File: src/core/port_fsm_defs.svh
// Constants for the access-side port control state machine.
// Assumes inclusion by bare name from core/ sources only.
`ifndef PORT_FSM_DEFS_SVH
`define PORT_FSM_DEFS_SVH

// Signalling channel state after reset: closed
`define DCHAN_OPEN_RESET 1'b0
// Partial-activation return flag after reset: return to blocked
`define PART_FROM_OP_RESET 1'b0

`endif

File: src/core/port_fsm_pkg.sv
// Types shared by the access-side port control logic.
// Assumes nothing beyond a SystemVerilog compiler.
`default_nettype none

package port_fsm_pkg;

    typedef enum logic [3:0] {
        access_blocked_state,
        access_local_unblock_state,
        access_remote_unblock_state,
        access_operational_deactivated,
        access_activation_initiated,
        access_fully_activated,
        perm_activation_initiated,
        perm_activated,
        access_loop_test_states,
        access_partial_activation_states
    } port_state_t;

endpackage

`default_nettype wire

File: src/core/dchan_ctl_if.sv
// Carrier between the port state machine and its signalling channel gate.
// Assumes both ends share one clock.
`default_nettype none

interface dchan_ctl_if;
    logic suspend;
    logic resume;
    logic fully_act;
    logic operational;
    logic dchan_open;

    modport fsm  (output suspend, output resume, output fully_act,
                  output operational, input dchan_open);
    modport gate (input suspend, input resume, input fully_act,
                  input operational, output dchan_open);
endinterface

`default_nettype wire

File: src/core/access_port_fsm.sv
// Access-side port control state machine of one basic-access user port.
// Assumes every input event is a single-cycle pulse on the system clock.
//
// Summary of operation
// - Exchange orders activation while operational
// - Access side controls activation when non-operational
// - Block request alone changes no state
// - Immediate block acts at once, no confirmation
// - Separate unblock states; operational after confirmation
// - Block in local unblock means refusal
// - Permanent line activation from blocked state
// - Loop tests entered from blocked or remote unblock
// - Loop tests exit only to blocked
// - Partial activation entry and exit limits
// - Partial activation exit to blocked sends access block command
// - Terminal deactivation only in partial activation
// - Channel suspend and resume keep state
// - Tracks layer-1 condition only, no calls
// - Far signal loss meaning depends on state
// - Management block sends command, deactivates port unless an active port has a provisioned permanent line
// - Exchange unblock enters remote unblock state
// - Block in remote unblock returns to blocked
`default_nettype none
`include "port_fsm_defs.svh"

module access_port_fsm (
    input  wire logic                       clock,
    input  wire logic                       rst_n,
    input  wire logic                       perm_line_provisioned,
    input  wire logic                       block_cmd_from_exchange,
    input  wire logic                       unblock_req_from_exchange,
    input  wire logic                       activate_from_exchange,
    input  wire logic                       deactivate_from_exchange,
    input  wire logic                       mgmt_block_ind,
    input  wire logic                       mgmt_block_req,
    input  wire logic                       mgmt_unblock_req,
    input  wire logic                       mgmt_perm_activate,
    input  wire logic                       mgmt_perm_deactivate,
    input  wire logic                       mgmt_loop_enter,
    input  wire logic                       mgmt_loop_exit,
    input  wire logic                       partial_activation_request,
    input  wire logic                       partial_exit_request,
    input  wire logic                       terminal_side_deactivation_request,
    input  wire logic                       far_signal_loss_error_ind,
    input  wire logic                       dchan_suspend_cmd,
    input  wire logic                       dchan_resume_cmd,
    input  wire logic                       ds_user_activate,
    input  wire logic                       ds_activated,
    output port_fsm_pkg::port_state_t       state,
    output logic                            operational,
    output logic                            access_has_control,
    output logic                            dchan_open,
    output logic                            block_cmd_from_access_side,
    output logic                            unblock_req_from_access_side,
    output logic                            block_request_to_exchange,
    output logic                            activation_ind_to_exchange,
    output logic                            activated_ind_to_exchange,
    output logic                            ds_activate_element,
    output logic                            port_deactivate_element,
    output logic                            partial_activation_element,
    output logic                            t_side_deactivate_element,
    output logic                            block_indication_primitive,
    output logic                            remote_unblock_ind,
    output logic                            unblock_confirm_ind,
    output logic                            unblock_refused_ind,
    output logic                            terminal_loss_ind,
    output logic                            perm_service_lost_ind
);
    import port_fsm_pkg::*;

    function automatic logic is_oper(input port_state_t s);
        return s inside {access_operational_deactivated, access_activation_initiated,
                         access_fully_activated};
    endfunction

    function automatic logic is_active(input port_state_t s);
        return s inside {access_activation_initiated, access_fully_activated,
                         perm_activation_initiated, perm_activated};
    endfunction

    port_state_t state_q, state_d;
    logic        part_from_op_q;
    logic [14:0] out_q, out_d;

    dchan_ctl_if dch ();

    ////////////////////////////////////////////////////////////////////////
    // Next-state and element decode
    always_comb begin
        state_d = state_q;
        out_d   = '0;
        if (mgmt_block_ind) begin
            out_d[0] = 1'b1;
            if (perm_line_provisioned && is_active(state_q)) begin
                state_d = perm_activated;
            end else begin
                state_d = access_blocked_state;
                out_d[6] = is_active(state_q);
            end
        end else if (block_cmd_from_exchange) begin
            case (state_q)
                access_remote_unblock_state: begin
                    state_d   = access_blocked_state;
                    out_d[9]  = 1'b1;
                end
                access_local_unblock_state: begin
                    out_d[12] = 1'b1;
                end
                access_operational_deactivated, access_activation_initiated,
                access_fully_activated: begin
                    if (perm_line_provisioned && is_active(state_q)) begin
                        state_d  = perm_activated;
                    end else begin
                        state_d  = access_blocked_state;
                        out_d[6] = is_active(state_q);
                    end
                end
                default: begin
                end
            endcase
        end else begin
            case (state_q)
                access_blocked_state: begin
                    if (mgmt_unblock_req) begin
                        state_d  = access_local_unblock_state;
                        out_d[1] = 1'b1;
                    end else if (unblock_req_from_exchange) begin
                        state_d   = access_remote_unblock_state;
                        out_d[10] = 1'b1;
                    end else if (mgmt_perm_activate && perm_line_provisioned) begin
                        state_d  = perm_activation_initiated;
                        out_d[5] = 1'b1;
                    end else if (mgmt_loop_enter) begin
                        state_d = access_loop_test_states;
                    end else if (partial_activation_request) begin
                        state_d  = access_partial_activation_states;
                        out_d[7] = 1'b1;
                    end
                end
                access_local_unblock_state: begin
                    if (unblock_req_from_exchange) begin
                        state_d   = access_operational_deactivated;
                        out_d[11] = 1'b1;
                    end
                end
                access_remote_unblock_state: begin
                    if (mgmt_unblock_req) begin
                        state_d  = access_operational_deactivated;
                        out_d[1] = 1'b1;
                    end else if (mgmt_loop_enter) begin
                        state_d = access_loop_test_states;
                    end
                end
                access_operational_deactivated: begin
                    if (activate_from_exchange) begin
                        state_d  = access_activation_initiated;
                        out_d[5] = 1'b1;
                    end else if (ds_user_activate) begin
                        state_d  = access_activation_initiated;
                        out_d[3] = 1'b1;
                    end else if (partial_activation_request) begin
                        state_d  = access_partial_activation_states;
                        out_d[7] = 1'b1;
                    end
                    out_d[2] = mgmt_block_req;
                end
                access_activation_initiated, access_fully_activated: begin
                    if (deactivate_from_exchange) begin
                        state_d  = access_operational_deactivated;
                        out_d[6] = 1'b1;
                    end else if (ds_activated && state_q == access_activation_initiated) begin
                        state_d  = access_fully_activated;
                        out_d[4] = 1'b1;
                    end
                    out_d[2]  = mgmt_block_req;
                    out_d[13] = far_signal_loss_error_ind
                                && state_q == access_fully_activated;
                end
                perm_activation_initiated, perm_activated: begin
                    if (mgmt_perm_deactivate) begin
                        state_d  = access_blocked_state;
                        out_d[6] = 1'b1;
                    end else if (ds_activated) begin
                        state_d = perm_activated;
                    end
                    out_d[14] = far_signal_loss_error_ind;
                end
                access_loop_test_states: begin
                    if (mgmt_loop_exit) begin
                        state_d = access_blocked_state;
                    end
                end
                access_partial_activation_states: begin
                    out_d[8] = terminal_side_deactivation_request;
                    if (partial_exit_request) begin
                        if (part_from_op_q) begin
                            state_d = access_operational_deactivated;
                        end else begin
                            state_d  = access_blocked_state;
                            out_d[0] = 1'b1;
                        end
                    end
                end
                default: begin
                    state_d = access_blocked_state;
                end
            endcase
        end
    end

    ////////////////////////////////////////////////////////////////////////
    // state register
    always_ff @(posedge clock) begin
        if (!rst_n) begin
            state_q <= access_blocked_state;
        end else begin
            state_q <= state_d;
        end
    end

    always_ff @(posedge clock) begin
        if (!rst_n) begin
            out_q <= '0;
        end else begin
            out_q <= out_d;
        end
    end

    // Remembers where partial activation came from
    always_ff @(posedge clock) begin
        if (!rst_n) begin
            part_from_op_q <= `PART_FROM_OP_RESET;
        end else if (state_q != access_partial_activation_states
                     && state_d == access_partial_activation_states) begin
            part_from_op_q <= (state_q == access_operational_deactivated);
        end
    end

    assign dch.suspend     = dchan_suspend_cmd;
    assign dch.resume      = dchan_resume_cmd;
    assign dch.fully_act   = (state_q == access_fully_activated);
    assign dch.operational = is_oper(state_q);

    dchan_gate u_gate (
        .clock (clock),
        .rst_n (rst_n),
        .ctl   (dch.gate)
    );

    assign access_has_control           = !is_oper(state_q);
    assign operational                  = is_oper(state_q);
    assign state                        = state_q;
    assign dchan_open                   = dch.dchan_open;
    assign block_cmd_from_access_side   = out_q[0];
    assign unblock_req_from_access_side = out_q[1];
    assign block_request_to_exchange    = out_q[2];
    assign activation_ind_to_exchange   = out_q[3];
    assign activated_ind_to_exchange    = out_q[4];
    assign ds_activate_element          = out_q[5];
    assign port_deactivate_element      = out_q[6];
    assign partial_activation_element   = out_q[7];
    assign t_side_deactivate_element    = out_q[8];
    assign block_indication_primitive   = out_q[9];
    assign remote_unblock_ind           = out_q[10];
    assign unblock_confirm_ind          = out_q[11];
    assign unblock_refused_ind          = out_q[12];
    assign terminal_loss_ind            = out_q[13];
    assign perm_service_lost_ind        = out_q[14];
endmodule

`default_nettype wire

File: src/core/dchan_gate.sv
// Signalling channel gate of one user port.
// Assumes single-cycle suspend and resume pulses on the system clock.
`default_nettype none
`include "port_fsm_defs.svh"

module dchan_gate (
    input  wire logic     clock,
    input  wire logic     rst_n,
    dchan_ctl_if.gate     ctl
);
    import port_fsm_pkg::*;

    logic enable_q;

    ////////////////////////////////////////////////////////////////////////
    // suspend or resume
    always_ff @(posedge clock) begin
        if (!rst_n) begin
            enable_q <= 1'b1;
        end else if (ctl.fully_act && ctl.suspend) begin
            enable_q <= 1'b0;
        end else if (ctl.fully_act && ctl.resume) begin
            enable_q <= 1'b1;
        end
    end

    // Channel only carries frames while operational and not suspended
    logic open_q;
    always_ff @(posedge clock) begin
        if (!rst_n) begin
            open_q <= `DCHAN_OPEN_RESET;
        end else begin
            open_q <= enable_q && ctl.operational;
        end
    end
    assign ctl.dchan_open = open_q;
endmodule

`default_nettype wire

File: config.mk
export PLATFORM = sky130hd
export DESIGN_NAME = access_port_fsm
export DESIGN_NICKNAME = d
export VERILOG_FILES = /design/src/core/port_fsm_pkg.sv /design/src/core/dchan_ctl_if.sv /design/src/core/access_port_fsm.sv /design/src/core/dchan_gate.sv
export VERILOG_INCLUDE_DIRS = /design/src /design/src/core
export SDC_FILE = /design/constraint.sdc
export NUM_CORES = 1
export LEC_CHECK = 0
export BUFFER_PORTS_ARGS = -buffer_cell sky130_fd_sc_hd__buf_2
export CAP_MARGIN = 20
export CORE_AREA = 2 2 73 75
export CTS_BUF_LIST = sky130_fd_sc_hd__clkbuf_4
export CTS_CLUSTER_SIZE = 30
export DETAILED_ROUTE_END_ITERATION = 7
export DIE_AREA = 0 0 75 77
export PLACE_DENSITY = 0.56
export SYNTH_ARGS = -nofsm -noshare
export SYNTH_HDL_FRONTEND = slang
export SYNTH_HIERARCHICAL = 1
export SYNTH_SLANG_ARGS = --single-unit
export TNS_END_PERCENT = 10
File: constraint.sdc
create_clock -name clock -period 2.74 [get_ports clock]
set_clock_uncertainty 0.2 [all_clocks]
set_input_delay 0.274 -clock clock [delete_from_list [all_inputs] [get_ports clock]]
set_output_delay 0.274 -clock clock [all_outputs]
set_load 0.1 [all_outputs]
==> metrics.cfg, run 1 <==
[status]
run_status = finished, final reports clean

[clocking]
clk_latency_ns = 0.32
cts_hold_buf = 1
cts_tree = yes
clk_pin_slew_worst_paths_ns = 0.13
cts_root_buf = clkbuf_4
post_cts_buffers = 0
cts_max_level = 1
numClockSinks = 22
clk_path_buf_depth = 2
cts_inserted_buffers = 3
ctsResizeCount = 0

[setup_path]
arrival_ns = 2.42
critPathKind = reg2reg
startpoint_type = register
crit_path_max_fanout = 23
cp.required_ns = 2.80
endpoint_kind = register

[timing]
hold_viol = 0
finalSetupViolations = 0
fmax_mhz = 423.2
period_share_pct = 86.23
maxSlewViolCount = 0
final.setup.tns_ns = 0
rsz0062_at_grt = no
tightest_slew_ns = 0.4806
max_slew_margin_pct = 67.67
period_minus_slack_ns = 2.363

[die]
core_area_mm2 = 0.004977
rows = 26
die_h_um = 77
die_area_mm2 = 0.005775
chipWidth_um = 75
start_util_pct = 24.11
io_pins = 44

[cells_and_area]
drive_gt1_share_pct = 30.85
fin_nets = 211
antennaDiodeCount = 0
nFillCells = 561
stdcell_area_mm2 = 0.001528
area_delta_synth_final_pct = 27.32

[placement]
place_congestion = 0.8749
dp_hpwl_um = 2750
port_buffers = 43
placed_cell_area_mm2 = 0.001481

[synth]
syn_area_per_cell_um2 = 7.999
syn_area_mm2 = 0.001200
synth_seq_cells = 22
synth.area.top_cells = dfxtp_1, nand2_1, nor2_1
synth_common_cells = dfxtp_1, nand2_1, nor2_1
yosysWarningCount = 6
yosysMostFrequentCell = dfxtp_1
syn_inst = 150
synth_top_flop_cell = dfxtp_1
synth_fp_nets = 172
synth.top_cell.area_share_pct = 36.70
ys_seq_area_share_pct = 36.70
async_reset_ff_share_pct = 0
synth_largest_area_cell = dfxtp_1
synth_cell_types = 46
synth_edf_count = 0

[detailed_routing]
routedWlPerCell_um = 13.90
vias_per_cell = 4.899
postRouteAntennaNets = 0
vias = 1264
dr.pass1.iters = 4
drc_errors = 0
initialDrtViolationCount = 103
routed_wl_um = 3586

[power_and_ir_drop]
peakVddDrop_v = 0.0001268
power_density_mw_per_mm2 = 395.4
p_total_mw = 0.6041
p_leak_nw = 0.6564

[grt]
grt_usage_pct = 12.97
first_global_vias = 1219
antenna_found_initial = 0
grt_pass1_wl_um = 5837
grt_max_degree = 24
overflow = 0

[min_path]
hold_path_class = in2reg

[flow_run]
drv_cap = 0

-- flip-flops by register name, indices dropped and copies added (netlist names) --
register	flops
out_q	15
state	4
u_gate/enable_q	1
part_from_op_q	1
u_gate/ctl.dchan_open	1
-- worst max-delay path: stages (launching register included) --
cell     delay (ns)
dfxtp_2        0.48
or3_4          0.43
or4b_1         0.51
a31oi_1        0.15
a21oi_1        0.09
nor4_2         0.25
mux2i_1        0.21
-- per-layer routing --
metal / part of all wire (%) / vias to the layer above / global-route usage, %
li1: - / 621 / -
met1: 42 / 581 / 16.72
met2: 49 / 56 / 20.96
met3: 8.1 / 6 / 2.760
met4: 1.5 / 0 / 4.464
met5: 0 / - / 0
-- cell families after synthesis --
family	after synthesis	share of synthesized area [%]
DFF	22	36.70
buffers and inverters	17	6.152
and+or+nand+nor	76	35.98
muxes	4	3.545
AOI/OAI and AO/OA	31	17.62
-- area by class of cell --
class                   count  area [um2]  share of cell area [%]
clock buffers               3       22.52                   1.474
clock inverters             1       3.754                  0.2457
inverters                   6       26.28                   1.720
multi-input cells         111       699.4                   45.78
flip-flops and latches     22       452.9                   29.65
well taps                  70       87.58                   5.733
repair buffers             45       235.2                   15.40
-- where the power goes --
group / switching, mW / internal (mW)
registers: 0.00833 / 0.322
logic: 0.0752 / 0.0374
clock network: 0.108 / 0.0534
total: 0.192 / 0.412
-- through the flow --
stage | cells | hold slack (ns) | setup slack, ns | util [%]
floorplan | 150 | 0.1540 | 0.001825 | -
global placement | 252 | 0.2596 | 0.4204 | 29.76
detailed placement | 252 | 0.2664 | 0.4093 | 29.76
CTS | 257 | 0.001835 | 0.3683 | 30.49
global route | 258 | 0.009394 | 0.2801 | 30.69
finish | 258 | 0.005043 | 0.3772 | 30.69
-- placed cells by master (no fill, tap or decap), drive strengths merged, types with 2 or more instances in the layout --
cell	synthesis	layout
buf	3	43
and2	5	5
nand3	4	4
mux2	2	2
or3	3	3
a32oi	2	2
nand2	15	15
and3	7	7
o2111ai	2	2
nor4	4	4
nand2b	4	4
a211oi	4	4
nor2b	2	2
nand4	2	2
inv	6	5
a21oi	4	4
nor3	6	6
and4b	2	2
dlygate4sd3	0	2
o22ai	3	3
clkbuf	8	3
o21ai	6	6
nor2	13	13
dfxtp	22	22
mux2i	2	2
o21a	3	3
-- worst paths after layout --
kind	startpoint	to	slack (ns)	depth (start not counted)
worst max-delay path	state[3]$_SDFF_PN0_	part_from_op_q$_SDFFE_PN0P_	0.38	6
worst min-delay path	far_signal_loss_error_ind	out_q[14]$_SDFF_PP0_	0.005	3
worst max register to register	state[3]$_SDFF_PN0_	part_from_op_q$_SDFFE_PN0P_	0.38	6
worst min register to register	u_gate/enable_q$_SDFFE_PN1P_	u_gate/ctl.dchan_open$_SDFF_PN0_	0.29	1
Power figures use the tool's default switching activity.
==> run 2, diff against run 1 <==
--- a/config.mk
+++ b/config.mk
@@ -8,14 +8,13 @@
 export LEC_CHECK = 0
 export BUFFER_PORTS_ARGS = -buffer_cell sky130_fd_sc_hd__buf_2
 export CAP_MARGIN = 20
-export CORE_AREA = 2 2 73 75
+export CORE_AREA = 3 3 74 76
 export CTS_BUF_LIST = sky130_fd_sc_hd__clkbuf_4
 export CTS_CLUSTER_SIZE = 30
 export DETAILED_ROUTE_END_ITERATION = 7
-export DIE_AREA = 0 0 75 77
+export DIE_AREA = 0 0 77 79
 export PLACE_DENSITY = 0.56
 export SYNTH_ARGS = -nofsm -noshare
 export SYNTH_HDL_FRONTEND = slang
-export SYNTH_HIERARCHICAL = 1
 export SYNTH_SLANG_ARGS = --single-unit
 export TNS_END_PERCENT = 10
==> run 2 against run 1 <==
  * Sequential cell count unchanged
  * First-iteration DRC count down 32%
  * Count of clock-buffer cells in the layout unchanged
  * Clock power down 3%
  * Fmax up 8.4%
  * Worst hold slack better by 0.031 ns
  * Synthesized cell count down 12%
  * Critical endpoint is now operational
  * Largest cell class unchanged
==> metrics.cfg, run 2 <==
[detailed_routing]
routedWlPerCell_um = 14.16  ; was 13.90 um
dr.pass1.iters = 4  ; unchanged
postRouteAntennaNets = 0  ; unchanged
vias = 1176  ; was 1264
initialDrtViolationCount = 70  ; was 103
drc_errors = 0  ; unchanged
vias_per_cell = 4.800  ; was 4.899
routed_wl_um = 3469  ; was 3586 um

[clocking]
clk_path_buf_depth = 2  ; unchanged
clk_pin_slew_worst_paths_ns = 0.12  ; was 0.13 ns
clk_latency_ns = 0.32  ; about the same
cts_tree = yes  ; unchanged
cts_inserted_buffers = 3  ; unchanged
cts_root_buf = clkbuf_4  ; unchanged
cts_max_level = 1  ; unchanged
ctsResizeCount = 0  ; unchanged
numClockSinks = 22  ; unchanged

[synth]
syn_inst = 132  ; was 150
async_reset_ff_share_pct = 0  ; unchanged
ys_seq_area_share_pct = 36.94  ; was 36.70%
synth.top_cell.area_share_pct = 36.94  ; was 36.70%
synth_common_cells = dfxtp_1, and3_1, nand2_1, nor2_1, o21ai_0  ; was dfxtp_1, nand2_1, nor2_1
synth_cell_types = 48  ; was 46
syn_area_mm2 = 0.001192  ; was 0.001200 mm2
yosysMostFrequentCell = dfxtp_1  ; unchanged
synth_fp_nets = 154  ; was 172
yosysWarningCount = 0  ; was 6
synth_seq_cells = 22  ; unchanged
synth_edf_count = 0  ; unchanged
syn_area_per_cell_um2 = 9.033  ; was 7.999 um2
synth.area.top_cells = dfxtp_1, and3_1, o21ai_0  ; was dfxtp_1, nand2_1, nor2_1
synth_top_flop_cell = dfxtp_1  ; unchanged
synth_largest_area_cell = dfxtp_1  ; unchanged

[setup_path]
critPathSlowestCell = dfxtp_4  ; was or4b_1
r2r_end = part_from_op_q$_SDFFE_PN0P_  ; unchanged
crit_path_max_fanout = 20  ; was 23
startpoint_type = register  ; unchanged
crit_chain = nand3b_1 > a21oi_4 > buf_2  ; was or3_4 > or4b_1 > a31oi_1 > a21oi_1 > nor4_2 > mux2i_1
endpoint_kind = primary output  ; was register
critPathKind = reg2out  ; was reg2reg
arrival_ns = 1.71  ; was 2.42 ns
slowest_delay_ns = 0.51  ; about the same
timing.rr.start = state[0]$_SDFF_PN0_  ; was state[3]$_SDFF_PN0_
rrSetupSlack_ns = 0.72  ; was 0.38 ns
cp.required_ns = 2.27  ; was 2.80 ns
rr_worst_depth = 6  ; unchanged

[cells_and_area]
stdcell_area_mm2 = 0.001538  ; was 0.001528 mm2
utilization_pct = 32.13  ; was 30.69%
largest_reg_flops = 15  ; unchanged
area_delta_synth_final_pct = 28.96  ; was 27.32%
finalNonFillerCells = 245  ; was 258
fin_nets = 201  ; was 211
top_register = out_q  ; unchanged
layout_commonest_cell = buf_2  ; unchanged
antennaDiodeCount = 0  ; unchanged
final_cell_mix = buf_2, dfxtp_1, and3_1  ; was buf_2, dfxtp_1, nand2_1
drive_gt1_share_pct = 33.71  ; was 30.85%
nFillCells = 520  ; was 561

[timing]
rsz0062_at_grt = no  ; unchanged
finalSetupViolations = 0  ; unchanged
period_minus_slack_ns = 2.180  ; was 2.363 ns
period_share_pct = 79.55  ; was 86.23%
tightest_slew_ns = 0.4967  ; was 0.4806 ns
max_slew_margin_pct = 67.11  ; was 67.67%
maxSlewViolCount = 0  ; unchanged
whs_ns = 0.03579  ; was 0.005043 ns
fmax_mhz = 458.8  ; was 423.2 MHz
hold_viol = 0  ; unchanged
final.setup.tns_ns = 0  ; unchanged

[placement]
dp_hpwl_um = 2593  ; was 2750 um
dp.cells = 236  ; was 252
placed_cell_area_mm2 = 0.001461  ; was 0.001481 mm2
place_congestion = 0.8659  ; was 0.8749
port_buffers = 43  ; unchanged

[grt]
overflow = 0  ; unchanged
grtUsageMet2_pct = 19.08  ; was 20.96%
grt_max_degree = 21  ; was 24
first_global_vias = 1147  ; was 1219
grt_pass1_wl_um = 5699  ; was 5837 um
antenna_found_initial = 0  ; unchanged
grt_usage_pct = 11.72  ; was 12.97%
busiest_layer = met2  ; unchanged
grtUsageMet1_pct = 14.97  ; was 16.72%
grt_util_met3_pct = 2.494  ; was 2.760%

[flow_run]
drv_cap = 0  ; unchanged

[die]
start_util_pct = 24.92  ; was 24.11%
core_area_mm2 = 0.004786  ; was 0.004977 mm2
io_pins = 44  ; unchanged
die_h_um = 79  ; was 77 um
die_area_mm2 = 0.006083  ; was 0.005775 mm2
chipWidth_um = 77  ; was 75 um
rows = 25  ; was 26

[power_and_ir_drop]
clock_power_share_pct = 26.0  ; was 26.7%
power_density_mw_per_mm2 = 391.6  ; was 395.4 mW/mm2
p_leak_nw = 0.6717  ; was 0.6564 nW
pwr-share-seq_pct = 54.8  ; was 54.6%
power.net_switching_mw = 0.1852  ; was 0.1916 mW
p_sw_share_pct = 30.76  ; was 31.72%
internal_power_mw = 0.4169  ; was 0.4125 mW
combPwrFrac_pct = 19.2  ; was 18.6%
peakVddDrop_v = 0.0001138  ; was 0.0001268 V

[min_path]
hold_path_class = in2reg  ; unchanged
holdPathStages = 2  ; was 3
hold_path_end = out_q[0]$_SDFF_PN0_  ; was out_q[14]$_SDFF_PP0_
worstHoldStart = mgmt_block_ind  ; was far_signal_loss_error_ind

[status]
run_status = finished, final reports clean  ; unchanged

-- run 2: kinds of logic after synthesis --
| family | after synthesis | synth area share [%] |
|---|---|---|
| flip-flops | 22 | 36.94 |
| AO/OA/AOI/OAI | 32 | 19.20 |
| multiplexers | 2 | 1.679 |
| AND/OR/NAND/NOR | 67 | 36.73 |
| buffers and inverters | 9 | 5.455 |
-- run 2: layout make-up --
type	count	area [um2]	share of cell area [%]
Tap cell	67	83.83	5.452
Timing Repair Buffer	48	265.3	17.25
Inverter	3	15.01	0.9764
Sequential cell	22	452.9	29.45
Multi-Input combinational cell	101	694.4	45.16
Clock inverter	1	3.754	0.2441
Clock buffer	3	22.52	1.465
-- run 2: worst max-delay path: cells and delay by family, from the launching register on --
family | cells | cell delay (ns)
buf+inv | 1 | 0.47
simple gates | 1 | 0.16
flops | 1 | 0.51
compound gates | 1 | 0.24
-- run 2: how the worst max path moves through the flow --
| stage | from | slack (ns) | cells past startpoint | to |
|---|---|---|---|---|
| 3_5_place_dp | state[1]$_SDFF_PN0_ | 0.75 | 6 | part_from_op_q$_SDFFE_PN0P_ |
| 2_1_floorplan | state[0]$_SDFF_PN0_ | 0.05 | 4 | access_has_control |
| 5_1_grt | state[1]$_SDFF_PN0_ | 0.45 | 3 | operational |
| 3_3_place_gp | state[1]$_SDFF_PN0_ | 0.74 | 6 | part_from_op_q$_SDFFE_PN0P_ |
| 6_report | state[1]$_SDFF_PN0_ | 0.56 | 3 | operational |
| 4_1_cts | state[1]$_SDFF_PN0_ | 0.54 | 3 | operational |
-- run 2: per-layer routing --
| layer | vias up | routed length, um |
|---|---|---|
| li1 | 578 | - |
| met1 | 528 | 1543 |
| met2 | 63 | 1613 |
| met3 | 7 | 242 |
| met4 | 0 | 70 |
| met5 | - | 0 |
-- run 2: per-stage QoR --
stage,power (mW),setup slack [ns]
6_report,0.6021,0.5604
5_1_grt,0.6390,0.4531
4_1_cts,0.6118,0.5355
3_5_place_dp,0.4468,0.7475
3_3_place_gp,0.4480,0.7378
2_1_floorplan,0.4103,0.04658
-- run 2: repair_timing --
item	4_1_cts	5_1_grt
endpoints found under the hold margin	6	0
hold buffers	5	0
buffers inserted	0	0
-- run 2: power groups by stage --
stage	sequential (mW)	combinational [mW]	clock (mW)
after floorplan	0.358	0.0527	0
after global placement	0.337	0.111	0
after detailed placement	0.337	0.110	0
after CTS	0.330	0.115	0.166
after global routing	0.331	0.125	0.183
final	0.330	0.116	0.156
==> run 3, diff against run 2 <==
--- a/config.mk
+++ b/config.mk
@@ -13,7 +13,7 @@
 export CTS_CLUSTER_SIZE = 30
 export DETAILED_ROUTE_END_ITERATION = 7
 export DIE_AREA = 0 0 77 79
-export PLACE_DENSITY = 0.56
+export PLACE_DENSITY = 0.57
 export SYNTH_ARGS = -nofsm -noshare
 export SYNTH_HDL_FRONTEND = slang
 export SYNTH_SLANG_ARGS = --single-unit
==> constraint.sdc (replaced) <==
create_clock -name clock -period 1.7 [get_ports clock]
set_clock_uncertainty 0.2 [all_clocks]
set_input_delay 0.17 -clock clock [delete_from_list [all_inputs] [get_ports clock]]
set_output_delay 0.17 -clock clock [all_outputs]
set_load 0.1 [all_outputs]
==> run 3 against run 2 <==
  * The run now ends with setup timing left
  * Sequential power increased by 59%
  * First-iteration DRC count increased by 16%
  * Core utilization increased by 10 points
  * Worst hold slack improved by 0.011 ns
  * Routed wire length increased by 12%
  * Die area unchanged
  * Combinational power increased by 130%
  * Sequential share of layout area decreased by 7.1 points
  * Global-route usage increased by 1.5 points
  * Critical endpoint is now access_has_control
==> metrics.cfg, run 3 (synthesis gave the netlist of run 2 again) <==
[clocking]
numClockSinks = 22  ; unchanged
clk_path_buf_depth = 2  ; unchanged
clk_pin_slew_worst_paths_ns = 0.14  ; was 0.12 ns
cts_root_buf = clkbuf_4  ; unchanged
cts_max_level = 1  ; unchanged
cts_inserted_buffers = 3  ; unchanged
clk_latency_ns = 0.32  ; about the same
cts_tree = yes  ; unchanged

[timing]
fmax_mhz = 506.4
tightest_slew_ns = 0.4992  ; was 0.4967 ns
final.setup.tns_ns = -1.085  ; was 0 ns
rsz0062_at_grt = yes  ; was no
period_minus_slack_ns = 1.975
period_share_pct = 116.2
max_slew_margin_pct = 66.95  ; was 67.11%
setup_slack_ns = -0.2748  ; was 0.5604 ns
finalSetupViolations = 7  ; was 0
maxSlewViolCount = 0  ; unchanged
hold_viol = 0  ; unchanged

[power_and_ir_drop]
p_leak_nw = 0.9370  ; was 0.6717 nW
p_total_mw = 1.206  ; was 0.6021 mW
p_sw_share_pct = 26.95  ; was 30.76%
power_density_mw_per_mm2 = 595.4  ; was 391.6 mW/mm2
combPwrFrac_pct = 22.3  ; was 19.2%
internal_power_mw = 0.8810  ; was 0.4169 mW
pwr-share-seq_pct = 43.5  ; was 54.8%
peakVddDrop_v = 0.0002722  ; was 0.0001138 V
clock_power_share_pct = 34.3  ; was 26.0%
power.net_switching_mw = 0.3250  ; was 0.1852 mW

[die]
die_h_um = 79  ; unchanged
start_util_pct = 24.92  ; unchanged
chipWidth_um = 77  ; unchanged
rows = 25  ; unchanged
core_area_mm2 = 0.004786  ; unchanged
io_pins = 44  ; unchanged
die_area_mm2 = 0.006083  ; unchanged

[grt]
grt_pass1_wl_um = 6527  ; was 5699 um
overflow = 0  ; unchanged
grt_usage_pct = 13.26  ; was 11.72%
antenna_found_initial = 0  ; unchanged
grt_max_degree = 14  ; was 21
first_global_vias = 1418  ; was 1147

[cells_and_area]
nFillCells = 497  ; was 520
stdcell_area_mm2 = 0.002026  ; was 0.001538 mm2
finalNonFillerCells = 290  ; was 245
drive_gt1_share_pct = 47.53  ; was 33.71%
fin_nets = 246  ; was 201
multi_input_area_um2 = 752.0  ; was 694.4 um2
area_delta_synth_final_pct = 69.88  ; was 28.96%
final_cell_mix = buf_2, buf_4, dfxtp_1  ; was buf_2, dfxtp_1, and3_1
top_register = out_q  ; unchanged
layout_commonest_cell = buf_2  ; unchanged
antennaDiodeCount = 0  ; unchanged
largest_reg_flops = 15  ; unchanged
regArea_um2 = 452.9  ; unchanged

[setup_path]
critPathTopFamily = buffers and inverters  ; was flip-flops
critPathKind = reg2out  ; unchanged
crit_chain = buf_4 > nand2b_1 > a21oi_4 > buf_6 > clkinvlp_4 > buf_6  ; was nand3b_1 > a21oi_4 > buf_2
arrival_ns = 1.60  ; was 1.71 ns
critPathSlowestCell = dfxtp_4  ; unchanged
startpoint_type = register  ; unchanged
endpoint_kind = primary output  ; unchanged
crit_top_cell = buf_6
slowest_delay_ns = 0.38  ; was 0.51 ns
crit_buf_inv = 4  ; was 1
cp.required_ns = 1.33  ; was 2.27 ns
crit_path_max_fanout = 5  ; was 20

[detailed_routing]
dr.pass1.iters = 6  ; was 4
vias = 1369  ; was 1176
initialDrtViolationCount = 81  ; was 70
postRouteAntennaNets = 0  ; unchanged
vias_per_cell = 4.721  ; was 4.800
routedWlPerCell_um = 13.42  ; was 14.16 um
drc_errors = 0  ; unchanged
routed_wl_um = 3893  ; was 3469 um

[placement]
dp.cells = 267  ; was 236
placed_cell_area_mm2 = 0.001724  ; was 0.001461 mm2
post-place-ws_ns = -0.2017  ; was 0.7475 ns
port_buffers = 43  ; unchanged
place_congestion = 0.8591  ; was 0.8659
dp_hpwl_um = 2933  ; was 2593 um

[status]
run_status = finished, violations left  ; was finished, final reports clean
failed_checks = setup timing

[flow_run]
drv_cap = 0  ; unchanged

[min_path]
hold_path_class = in2reg  ; unchanged

## run 3: cell types whose count changed in the layout (fill, tap and decap cells not counted), moves of 2 or more
| cell | delta |
|---|---|
| o21ai_2 | +2 |
| buf_12 | +2 |
| dlygate4sd3_1 | +9 |
| o21ai_0 | -3 |
| buf_6 | +3 |
| buf_4 | +34 |
| buf_2 | -3 |
## run 3: worst reg2reg max path, cell delays in order (launching register included)
cell and delay [ns]:
dfxtp_4 0.38, buf_6 0.13, nor4_4 0.26, a32oi_1 0.16, o221a_1 0.23, o221a_1 0.27
nor4_2 0.13, o2bb2ai_1 0.09
## run 3: power by group through the flow
stage	logic [mW]	clock network, mW	registers [mW]
2_1_floorplan	0.0850	0	0.576
3_3_place_gp	0.225	0	0.538
3_5_place_dp	0.223	0	0.538
4_1_cts	0.261	0.429	0.524
5_1_grt	0.290	0.437	0.526
6_report	0.269	0.413	0.524
## run 3: metrics by stage
stage / hold WS [ns] / utilization, %
CTS: 0.03240 / 41.86
detailed placement: 0.1961 / 36.03
global route: 0.04865 / 42.33
global placement: 0.2015 / 36.03
finish: 0.04727 / 42.33
floorplan: 0.08379 / -
## run 3: final cells by class
cell class	instances	share of cell area (%)
multi-input cells	101	37.12
repair buffers	93	33.05
inverters	3	0.7412
clock inverters	1	1.482
flip-flops and latches	22	22.36
clock buffers	3	1.112
well taps	67	4.138
## run 3: what timing repair did
action / 4_1_cts / 5_1_grt
endpoints found under the setup margin: 9 / 10
gates resized for setup: 11 / 7
hold buffers: 14 / 0
setup buffers: 5 / 0
endpoints found under the hold margin: 14 / 0
pin swaps: 3 / 1
## run 3: final timing paths
| check | from | to | slack [ns] | depth (start not counted) |
|---|---|---|---|---|
| worst min register to register | u_gate.enable_q$_SDFFE_PN1P_ | u_gate.ctl.dchan_open$_SDFF_PN0_ | 0.29 | 1 |
| worst max register to register | state[1]$_SDFF_PN0_ | part_from_op_q$_SDFFE_PN0P_ | -0.26 | 7 |
| worst min-delay path | block_cmd_from_exchange | out_q[0]$_SDFF_PN0_ | 0.05 | 3 |
| worst max-delay path | state[1]$_SDFF_PN0_ | access_has_control | -0.27 | 6 |
## run 3: per-layer routing
| layer | wire length (um) | up-vias | GRT usage [%] |
|---|---|---|---|
| li1 | - | 673 | - |
| met1 | 1774 | 645 | 16.47 |
| met2 | 1876 | 41 | 23.43 |
| met3 | 170 | 10 | 2.268 |
| met4 | 72 | 0 | 4.093 |
| met5 | 0 | - | 0 |
